**src/pkg/sfu_pkg.sv**
```systemverilog
package sfu_pkg;

    // ------------------------------------------------------------------
    // Sizes
    // ------------------------------------------------------------------
    localparam int SFU_UNITS = 2;
    localparam int SFU_DW = 32;
    localparam int SFU_AW = 8;

    // ------------------------------------------------------------------
    // Register map (byte offsets inside one unit window)
    // ------------------------------------------------------------------
    localparam logic [3:0] SFU_CTRL_OFS = 4'h0;
    localparam logic [3:0] SFU_OPA_OFS = 4'h4;
    localparam logic [3:0] SFU_OPB_OFS = 4'h8;
    localparam logic [3:0] SFU_RES_OFS = 4'hc;
    localparam int SFU_UNIT_SEL_BIT = 4;
    localparam int SFU_WIN_TOP = 7;
    localparam int SFU_WIN_LSB = 5;

    // ------------------------------------------------------------------
    // Control field layout
    // ------------------------------------------------------------------
    localparam int SFU_APPLY_BIT = 0;
    localparam int SFU_MODE_LSB = 4;
    localparam int SFU_MODE_W = 3;

    // ------------------------------------------------------------------
    // Values
    // ------------------------------------------------------------------
    localparam logic [31:0] SFU_OPERAND_RST = 32'h0000_0000;
    localparam logic [31:0] SFU_RESULT_RST = 32'h0000_0000;
    localparam logic [31:0] SFU_TRUE = 32'h0000_0001;
    localparam logic [31:0] SFU_FALSE = 32'h0000_0000;
    localparam logic SFU_APPLY_RST = 1'b0;
    localparam logic [1:0] SFU_RESP_OKAY = 2'b00;
    localparam logic [1:0] SFU_RESP_SLVERR = 2'b10;

    // ------------------------------------------------------------------
    // Operation codes
    // ------------------------------------------------------------------
    typedef enum logic [2:0] {
        SFU_OP_SWITCH = 3'b000,
        SFU_OP_LOGIC_NOT = 3'b001,
        SFU_OP_AND = 3'b010,
        SFU_OP_OR = 3'b011,
        SFU_OP_NEGATE = 3'b100,
        SFU_OP_MAGNITUDE = 3'b101,
        SFU_OP_COMPARE = 3'b110
    } sfu_mode_t;

    localparam sfu_mode_t SFU_MODE_RST = SFU_OP_SWITCH;

    // Operands are signed hundredths of a percent
    typedef struct packed {
        logic apply;
        sfu_mode_t mode;
        logic [31:0] opa;
        logic [31:0] opb;
    } sfu_cfg_t;

endpackage : sfu_pkg

```
**src/sfu_top.sv**
```systemverilog
// The AXI4-Lite interface to the registers and the register addresses were chosen for this implementation.
`timescale 1ns/1ps
module sfu_unit #(
    parameter logic UNIT_SEL = 1'b0
) (
    input wire logic sys_clk,
    input wire logic rstn,
    input wire logic wr_en,
    input wire logic wr_unit,
    input wire logic [3:0] wr_ofs,
    input wire logic [31:0] wr_data,
    input wire logic [3:0] wr_strb,
    output sfu_pkg::sfu_cfg_t cfg,
    output logic [31:0] result
);

    // ------------------------------------------------------------------
    // Helpers
    // ------------------------------------------------------------------
    function automatic logic [31:0] sfu_merge(
        input logic [31:0] old_v,
        input logic [31:0] new_v,
        input logic [3:0] strb
    );
        logic [31:0] m;
        m = old_v;
        for (int b = 0; b < 4; b++) begin
            if (strb[b]) begin
                m[8*b +: 8] = new_v[8*b +: 8];
            end
        end
        return m;
    endfunction : sfu_merge

    function automatic logic [31:0] sfu_eval(input sfu_pkg::sfu_cfg_t c);
        logic [31:0] r;
        logic a_true;
        logic b_true;
        r = c.opa;
        a_true = (c.opa != 32'h0000_0000);
        b_true = (c.opb != 32'h0000_0000);
        if (c.apply) begin
            case (c.mode)
                sfu_pkg::SFU_OP_SWITCH: begin
                    r = c.opb;
                end
                sfu_pkg::SFU_OP_LOGIC_NOT: begin
                    r = a_true ? sfu_pkg::SFU_FALSE : sfu_pkg::SFU_TRUE;
                end
                sfu_pkg::SFU_OP_AND: begin
                    r = (a_true && b_true) ? sfu_pkg::SFU_TRUE
                                           : sfu_pkg::SFU_FALSE;
                end
                sfu_pkg::SFU_OP_OR: begin
                    r = (a_true || b_true) ? sfu_pkg::SFU_TRUE
                                           : sfu_pkg::SFU_FALSE;
                end
                sfu_pkg::SFU_OP_NEGATE: begin
                    r = 32'h0000_0000 - c.opa;
                end
                sfu_pkg::SFU_OP_MAGNITUDE: begin
                    r = c.opa[31] ? (32'h0000_0000 - c.opa) : c.opa;
                end
                sfu_pkg::SFU_OP_COMPARE: begin
                    // Equal operands give false
                    r = ($signed(c.opa) > $signed(c.opb))
                        ? sfu_pkg::SFU_TRUE : sfu_pkg::SFU_FALSE;
                end
                default: begin
                    // Unused code seven behaves as pass-through
                    r = c.opa;
                end
            endcase
        end
        return r;
    endfunction : sfu_eval

    // ------------------------------------------------------------------
    // Unit state
    // ------------------------------------------------------------------
    sfu_pkg::sfu_cfg_t cfg_r;
    logic [31:0] result_r;
    logic hit;

    // Only the addressed unit takes the write
    assign hit = wr_en && (wr_unit == UNIT_SEL);

    always_ff @(posedge sys_clk) begin
        if (!rstn) begin
            cfg_r.apply <= sfu_pkg::SFU_APPLY_RST;
            cfg_r.mode <= sfu_pkg::SFU_MODE_RST;
            cfg_r.opa <= sfu_pkg::SFU_OPERAND_RST;
            cfg_r.opb <= sfu_pkg::SFU_OPERAND_RST;
        end else if (hit) begin
            case (wr_ofs)
                sfu_pkg::SFU_CTRL_OFS: begin
                    // Control moves only when its low byte is enabled
                    if (wr_strb[0]) begin
                        cfg_r.apply <= wr_data[sfu_pkg::SFU_APPLY_BIT];
                        cfg_r.mode <= sfu_pkg::sfu_mode_t'(
                            wr_data[sfu_pkg::SFU_MODE_LSB +:
                                    sfu_pkg::SFU_MODE_W]);
                    end
                end
                sfu_pkg::SFU_OPA_OFS: begin
                    // Full 32-bit word covers the signed span
                    cfg_r.opa <= sfu_merge(cfg_r.opa, wr_data,
                                           wr_strb);
                end
                sfu_pkg::SFU_OPB_OFS: begin
                    cfg_r.opb <= sfu_merge(cfg_r.opb, wr_data,
                                           wr_strb);
                end
                default: begin
                    cfg_r <= cfg_r;
                end
            endcase
        end
    end

    // Registered result costs one cycle but keeps outputs glitch free
    always_ff @(posedge sys_clk) begin
        if (!rstn) begin
            result_r <= sfu_pkg::SFU_RESULT_RST;
        end else begin
            result_r <= sfu_eval(cfg_r);
        end
    end

    // Top reads config back over the bus
    assign cfg = cfg_r;
    assign result = result_r;

endmodule : sfu_unit

module sfu_top (
    input wire logic sys_clk,
    input wire logic rstn,
    input wire logic [7:0] s_axi_awaddr,
    input wire logic [2:0] s_axi_awprot,
    input wire logic s_axi_awvalid,
    output logic s_axi_awready,
    input wire logic [31:0] s_axi_wdata,
    input wire logic [3:0] s_axi_wstrb,
    input wire logic s_axi_wvalid,
    output logic s_axi_wready,
    output logic [1:0] s_axi_bresp,
    output logic s_axi_bvalid,
    input wire logic s_axi_bready,
    input wire logic [7:0] s_axi_araddr,
    input wire logic [2:0] s_axi_arprot,
    input wire logic s_axi_arvalid,
    output logic s_axi_arready,
    output logic [31:0] s_axi_rdata,
    output logic [1:0] s_axi_rresp,
    output logic s_axi_rvalid,
    input wire logic s_axi_rready,
    output logic [1:0][31:0] unit_result
);

    // ------------------------------------------------------------------
    // Write channel
    // ------------------------------------------------------------------
    logic awready_r;
    logic wready_r;
    logic aw_have_r;
    logic w_have_r;
    logic [7:0] aw_addr_r;
    logic [31:0] w_data_r;
    logic [3:0] w_strb_r;
    logic bvalid_r;
    logic [1:0] bresp_r;
    logic wr_fire;
    logic wr_ok;
    logic wr_unit;
    logic [3:0] wr_ofs;

    assign wr_fire = aw_have_r & w_have_r & ~bvalid_r;
    assign wr_unit = aw_addr_r[sfu_pkg::SFU_UNIT_SEL_BIT];
    assign wr_ofs = aw_addr_r[3:0];
    // Result word is read-only, so writing it is refused
    assign wr_ok = (aw_addr_r[sfu_pkg::SFU_WIN_TOP:sfu_pkg::SFU_WIN_LSB]
                    == 3'h0)
                   && (wr_ofs == sfu_pkg::SFU_CTRL_OFS
                       || wr_ofs == sfu_pkg::SFU_OPA_OFS
                       || wr_ofs == sfu_pkg::SFU_OPB_OFS);

    always_ff @(posedge sys_clk) begin
        if (!rstn) begin
            awready_r <= 1'b1;
            wready_r <= 1'b1;
            aw_have_r <= 1'b0;
            w_have_r <= 1'b0;
            aw_addr_r <= 8'h00;
            w_data_r <= 32'h0000_0000;
            w_strb_r <= 4'h0;
            bvalid_r <= 1'b0;
            bresp_r <= sfu_pkg::SFU_RESP_OKAY;
        end else begin
            if (s_axi_awvalid && awready_r) begin
                aw_addr_r <= s_axi_awaddr;
                aw_have_r <= 1'b1;
                awready_r <= 1'b0;
            end
            if (s_axi_wvalid && wready_r) begin
                w_data_r <= s_axi_wdata;
                w_strb_r <= s_axi_wstrb;
                w_have_r <= 1'b1;
                wready_r <= 1'b0;
            end
            if (wr_fire) begin
                aw_have_r <= 1'b0;
                w_have_r <= 1'b0;
                bvalid_r <= 1'b1;
                bresp_r <= wr_ok ? sfu_pkg::SFU_RESP_OKAY
                                 : sfu_pkg::SFU_RESP_SLVERR;
            end
            // Ready returns only after the response, one write at a time
            if (bvalid_r && s_axi_bready) begin
                bvalid_r <= 1'b0;
                awready_r <= 1'b1;
                wready_r <= 1'b1;
            end
        end
    end

    // ------------------------------------------------------------------
    // Unit state
    // ------------------------------------------------------------------
    sfu_pkg::sfu_cfg_t cfg_r [sfu_pkg::SFU_UNITS];
    logic [31:0] result_r [sfu_pkg::SFU_UNITS];
    logic wr_commit;

    // Refused writes never reach a unit
    assign wr_commit = wr_fire && wr_ok;

    // One instance per unit keeps the two fully apart
    for (genvar g = 0; g < sfu_pkg::SFU_UNITS; g++) begin : gen_unit
        sfu_unit #(
            .UNIT_SEL(1'(g))
        ) sfu_unit_i (
            .sys_clk(sys_clk),
            .rstn(rstn),
            .wr_en(wr_commit),
            .wr_unit(wr_unit),
            .wr_ofs(wr_ofs),
            .wr_data(w_data_r),
            .wr_strb(w_strb_r),
            .cfg(cfg_r[g]),
            .result(result_r[g])
        );
    end

    // ------------------------------------------------------------------
    // Read channel
    // ------------------------------------------------------------------
    logic arready_r;
    logic rvalid_r;
    logic [31:0] rdata_r;
    logic [1:0] rresp_r;
    logic [31:0] rd_value;
    logic rd_ok;
    logic rd_unit;

    assign rd_unit = s_axi_araddr[sfu_pkg::SFU_UNIT_SEL_BIT];

    always_comb begin
        rd_value = 32'h0000_0000;
        rd_ok = 1'b0;
        if (s_axi_araddr[sfu_pkg::SFU_WIN_TOP:sfu_pkg::SFU_WIN_LSB]
            == 3'h0) begin
            rd_ok = 1'b1;
            case (s_axi_araddr[3:0])
                sfu_pkg::SFU_CTRL_OFS: begin
                    rd_value[sfu_pkg::SFU_APPLY_BIT] = cfg_r[rd_unit].apply;
                    rd_value[sfu_pkg::SFU_MODE_LSB +: sfu_pkg::SFU_MODE_W] =
                        cfg_r[rd_unit].mode;
                end
                sfu_pkg::SFU_OPA_OFS: begin
                    rd_value = cfg_r[rd_unit].opa;
                end
                sfu_pkg::SFU_OPB_OFS: begin
                    rd_value = cfg_r[rd_unit].opb;
                end
                sfu_pkg::SFU_RES_OFS: begin
                    rd_value = result_r[rd_unit];
                end
                default: begin
                    rd_ok = 1'b0;
                end
            endcase
        end
    end

    always_ff @(posedge sys_clk) begin
        if (!rstn) begin
            arready_r <= 1'b1;
            rvalid_r <= 1'b0;
            rdata_r <= 32'h0000_0000;
            rresp_r <= sfu_pkg::SFU_RESP_OKAY;
        end else begin
            if (s_axi_arvalid && arready_r) begin
                arready_r <= 1'b0;
                rvalid_r <= 1'b1;
                rdata_r <= rd_value;
                rresp_r <= rd_ok ? sfu_pkg::SFU_RESP_OKAY
                                 : sfu_pkg::SFU_RESP_SLVERR;
            end
            if (rvalid_r && s_axi_rready) begin
                rvalid_r <= 1'b0;
                arready_r <= 1'b1;
            end
        end
    end

    // ------------------------------------------------------------------
    // Outputs
    // ------------------------------------------------------------------
    assign s_axi_awready = awready_r;
    assign s_axi_wready = wready_r;
    assign s_axi_bvalid = bvalid_r;
    assign s_axi_bresp = bresp_r;
    assign s_axi_arready = arready_r;
    assign s_axi_rvalid = rvalid_r;
    assign s_axi_rdata = rdata_r;
    assign s_axi_rresp = rresp_r;
    assign unit_result[0] = result_r[0];
    assign unit_result[1] = result_r[1];

endmodule : sfu_top
```
**config.mk**
```make
export PLATFORM = sky130hd
export DESIGN_NAME = sfu_top
export DESIGN_NICKNAME = d
export VERILOG_FILES = /design/src/pkg/sfu_pkg.sv /design/src/sfu_top.sv
export SDC_FILE = /design/constraint.sdc
export NUM_CORES = 1
export LEC_CHECK = 0
export BUFFER_PORTS_ARGS = -buffer_cell sky130_fd_sc_hd__buf_2
export CAP_MARGIN = 10
export CORE_AREA = 2 2 172 174
export DETAILED_ROUTE_END_ITERATION = 10
export DIE_AREA = 0 0 174 176
export PLACE_DENSITY = 0.77
export SLEW_MARGIN = 20
export SYNTH_ARGS = -nofsm -noshare
export SYNTH_HDL_FRONTEND = slang
export SYNTH_SLANG_ARGS = --single-unit
```
**constraint.sdc**
```tcl
create_clock -name sys_clk -period 2.8 [get_ports sys_clk]
set_input_delay 0 -clock sys_clk [delete_from_list [all_inputs] [get_ports sys_clk]]
set_output_delay 0 -clock sys_clk [all_outputs]
set_load 0.1 [all_outputs]
```
==> summary.md <==
| Metric | Value |
|---|---|
| Status | finished, final reports clean |
| Clk root buf | clkbuf_16 |
| Critical Path RT | about 3.3 ns |
| Fmax | between 300 and 400 MHz |
| CTS tree | done |
| Row cnt | 62 |
| Post-synth EDFFs | 0 |
| Hold Path Stages | 4 |
| CP Launch Point | gen_unit[0].sfu_unit_i.cfg[47] |
| Startpoint Class | flop |
| First-pass GRT wire length | between 90000 and 100000 um |
| Total Wirelength | 61000 um |
| Final min period | 2.76 ns |
| Hold WS | around 0.057 ns |
| Port bufs | between 150 and 200 |
| Crit path DAT | 3.27 ns |
| Worst Hold Class | input port to flop |
| Layout cell share with drive strength beyond 1 | roughly a fifth |
| Top cells by area, synth | dfxtp_1 (37%), nand2_1 (8.0%), a21oi_1 (7.7%) |
| RR Startpoint | gen_unit[0].sfu_unit_i.cfg[47] |
| Final Wtd Congestion | 1.01 |
| Final period utilization | between 90% and 100% |
| # setup viols final | 0 |
| Total gr overflow | 0 |
| First DRT Iteration DRCs | ~2400 |
| Antenna diodes | 0 |
| Cell depth of the worst flop-to-flop path | 13 |
| Slew Viols, Final | 0 |
| Clk slew on worst S/H paths | roughly 0.07 ns |
| Synth Instances | a little under 2000 |
| Die area | 30600 sq um |
| Residual DRC | 0 |
| Clock skew | 0.0101 ns |
| Avg Vias per Cell | roughly 6.5 |
| Seq/Total Area, Yosys | a little under two fifths |
| Non-Filler Instances | 2593 |
| Synthesized cell area | between 15000 and 20000 sq um |
| Asr flop ratio synth | 0% |
| Antenna Violating Nets Remaining | 0 |
| Via count | around 17000 |
| Layout fillers | 2346 |
| Max_cap viols | 0 |
| R2r setup slk | 0.04 ns |
| Initial antenna violation count | 0 |
| Register bit total from synthesis | 285 |
| Area delta synth->final | 22.3% |
| Dpl ws | between 0.04 and 0.05 ns |
| Num CTS Buffers | 31 |
| H-tree depth | 1 |
| Global-route usage over all layers | between 30% and 40% |
| PwrDens | ~470 nW/um^2 |
| Worst slew pin tran | 0.948 ns |
| Nets | about 2300 |
| Dpl cells | approximately 2500 |
| Core ar. | 28500 sq um |
| Distinct cells, synth | 82 |
| Die Wd | 174 um |
| Max_slew headroom | a little under two fifths |
| Reg-to-reg critical path endpoint | gen_unit[0].sfu_unit_i.result[31] |
| Vias in the first global route | 15910 |
| Static Leak | 7.54 nW |
| Hold EP | s_axi_rresp[1] |
| Worst skew pair latency | ~0.6 ns |
| Synth top area share | 37.0% |
| Sink Count | approximately 290 |
| Worst Path Max Fanout | 2 |
| Setup WS post-layout | about 0.044 ns |
| Worst setup EP type | flop |
| VDD IR max | a little under 0.0005 V |
| Unrepaired setup endpoints after global routing | yes |
| Area leader, netlist | dfxtp_1 |
| Final Hold Viols | 0 |
| CTS max path bufs | 3 |
| WL/cell | around 24 um |
| Initial Utilization | a little over half |
| Crit path kind | flop to flop |
| Largest net degree at the start of global routing | 149 |
| Min-delay src | s_axi_araddr[7] |
| Drt first pass iters | 7 |
| DP Wirelength | between 40000 and 50000 um |
| Top FF cell, synth | dfxtp_1 |
| Yosys warns | 0 |
| Mean area per synthesized cell | around 7.9 sq um |
| I/O pin total | 170 |
| Die height | 176 um |
Yosys cell counts, types with 4 or more instances:
library cell and n:
a22o_1 4, and3_1 5, o32ai_1 5, a32oi_1 5, dfxtp_1 285, nand3_1 154, a211oi_1 6, a222oi_1 21
a21o_1 11, nand2b_1 6, buf_1 9, or3b_2 4, nand2_1 330, clkbuf_8 4, or4_1 4, nand4_1 16
a221oi_1 10, a31o_2 5, ha_1 68, o211ai_1 4, mux4_2 35, o21ai_0 79, a21oi_1 238, nor4_1 32
a31oi_1 9, inv_1 85, mux2i_1 38, clkbuf_1 118, a22oi_1 46, nor2_1 144, nor4b_1 4, a211o_1 4
xor2_1 6, or3_1 13, or2_2 4, nor3_1 37, mux2_2 8, and2_1 8
how the worst max path moves through the flow:
| stage | end | slack [ns] | cells past startpoint |
|---|---|---|---|
| 6_report | gen_unit[0].sfu_unit_i.result[31] | 0.04 | 13 |
| 5_1_grt | gen_unit[0].sfu_unit_i.result[31] | -0.08 | 13 |
| 4_1_cts | gen_unit[0].sfu_unit_i.result[31] | 0.01 | 13 |
| 3_5_place_dp | gen_unit[0].sfu_unit_i.result[31] | 0.05 | 13 |
| 3_3_place_gp | gen_unit[0].sfu_unit_i.result[31] | 0.07 | 13 |
| 2_1_floorplan | gen_unit[0].sfu_unit_i.result[31] | 0.03 | 14 |
registers in the layout, summed over array words and instances (netlist names):
register                    count
w_data_r                       32
aw_have_r                       1
s_axi_rresp                     1
s_axi_awready                   1
s_axi_rvalid                    1
gen_unit.sfu_unit_i.result     64
s_axi_arready                   1
s_axi_bresp                     1
w_strb_r                        4
s_axi_wready                    1
w_have_r                        1
gen_unit.sfu_unit_i.cfg       136
s_axi_bvalid                    1
s_axi_rdata                    32
aw_addr_r                       8
final cells by class:
class                      count  area [sq um]  area share [%]
inverter                      86           330            1.75
sequential                   285          5710            30.3
timing repair buffer         355          2430            12.9
tap                          384           480            2.55
clock inverter                13           160           0.850
clock buffer                  42           867            4.60
multi-input combinational   1428          8870            47.1
metrics by stage:
step                utilization [%]  total power [mW]  area [sq um]  setup TNS (ns)
CTS                            65.7              8.91         18800               0
detailed placement             60.3              4.73         17200               0
global placement               60.3              4.72         17200               0
floorplan                         -              4.55         15400               0
finish                         66.0              8.92         18800               0
global route                   66.0              9.13         18800          -0.119
routing by layer:
layer  vias up  GRT usage [%]  part of all wire, %
met2      1266           61.1                   44
met1      7794           49.4                   36
met3       275           6.57                   12
li1       7444              -                    -
met4         0           25.9                  7.5
met5         -              0                    0
placed cells by master (no fill, tap or decap), types with 5 or more instances in the layout:
| cell | synthesis | layout |
|---|---|---|
| a211oi_1 | 6 | 6 |
| clkbuf_16 | 0 | 31 |
| xor2_1 | 6 | 6 |
| a21oi_1 | 238 | 238 |
| clkinv_2 | 0 | 7 |
| clkbuf_8 | 4 | 5 |
| and3_1 | 5 | 5 |
| nor3_2 | 2 | 5 |
| a31oi_1 | 9 | 9 |
| nand2_1 | 330 | 330 |
| inv_1 | 85 | 85 |
| ha_1 | 68 | 67 |
| nand4_1 | 16 | 16 |
| clkbuf_1 | 118 | 6 |
| a22oi_1 | 46 | 46 |
| mux2i_1 | 38 | 38 |
| a222oi_1 | 21 | 21 |
| nor2_1 | 144 | 143 |
| mux2_2 | 8 | 8 |
| a221oi_1 | 10 | 10 |
| dlygate4sd3_1 | 0 | 53 |
| buf_2 | 3 | 161 |
| nor4_1 | 32 | 28 |
| o32ai_1 | 5 | 5 |
| nand2b_1 | 6 | 6 |
| a32oi_1 | 5 | 5 |
| mux4_2 | 35 | 35 |
| nand3_1 | 154 | 154 |
| nor3_1 | 37 | 34 |
| dfxtp_1 | 285 | 284 |
| buf_4 | 3 | 138 |
| a31o_2 | 5 | 5 |
| a21o_1 | 11 | 11 |
| and2_1 | 8 | 8 |
| or3_1 | 13 | 12 |
| o21ai_0 | 79 | 79 |
critical path, stage by stage (launching register included):
cell	delay, ns
dfxtp_2	0.32
or4_4	0.56
nor2b_4	0.17
nand4b_4	0.13
or3_4	0.38
nor4_4	0.17
inv_1	0.06
nor2_1	0.12
ha_1	0.25
mux2i_1	0.14
a21oi_1	0.08
nor3_1	0.13
a21oi_1	0.06
nor2_1	0.10
cell families after synthesis:
logic type | count (synthesis) | share of synthesized area [%]
mux | 81 | 8.17
xor+xnor | 9 | 0.512
flops | 285 | 37.0
buf+inv | 227 | 6.00
compound gates | 475 | 18.7
fa+ha+maj | 68 | 5.52
other cells | 1 | 0.0243
simple gates | 793 | 24.0
power breakdown:
part	switching, mW	total (mW)	internal [mW]
Combinational	0.343	0.522	0.179
Sequential	0.0950	4.20	4.10
Clock	1.76	4.20	2.44
Total	2.20	8.92	6.72
timing repair:
action | in CTS | in global routing
resized for setup | 0 | 10
setup buffers | 0 | 4
endpoints found under the setup margin | 0 | 6
hold buffers | 53 | 0
endpoints found under the hold margin | 57 | 0
Power figures use the tool's default switching activity.
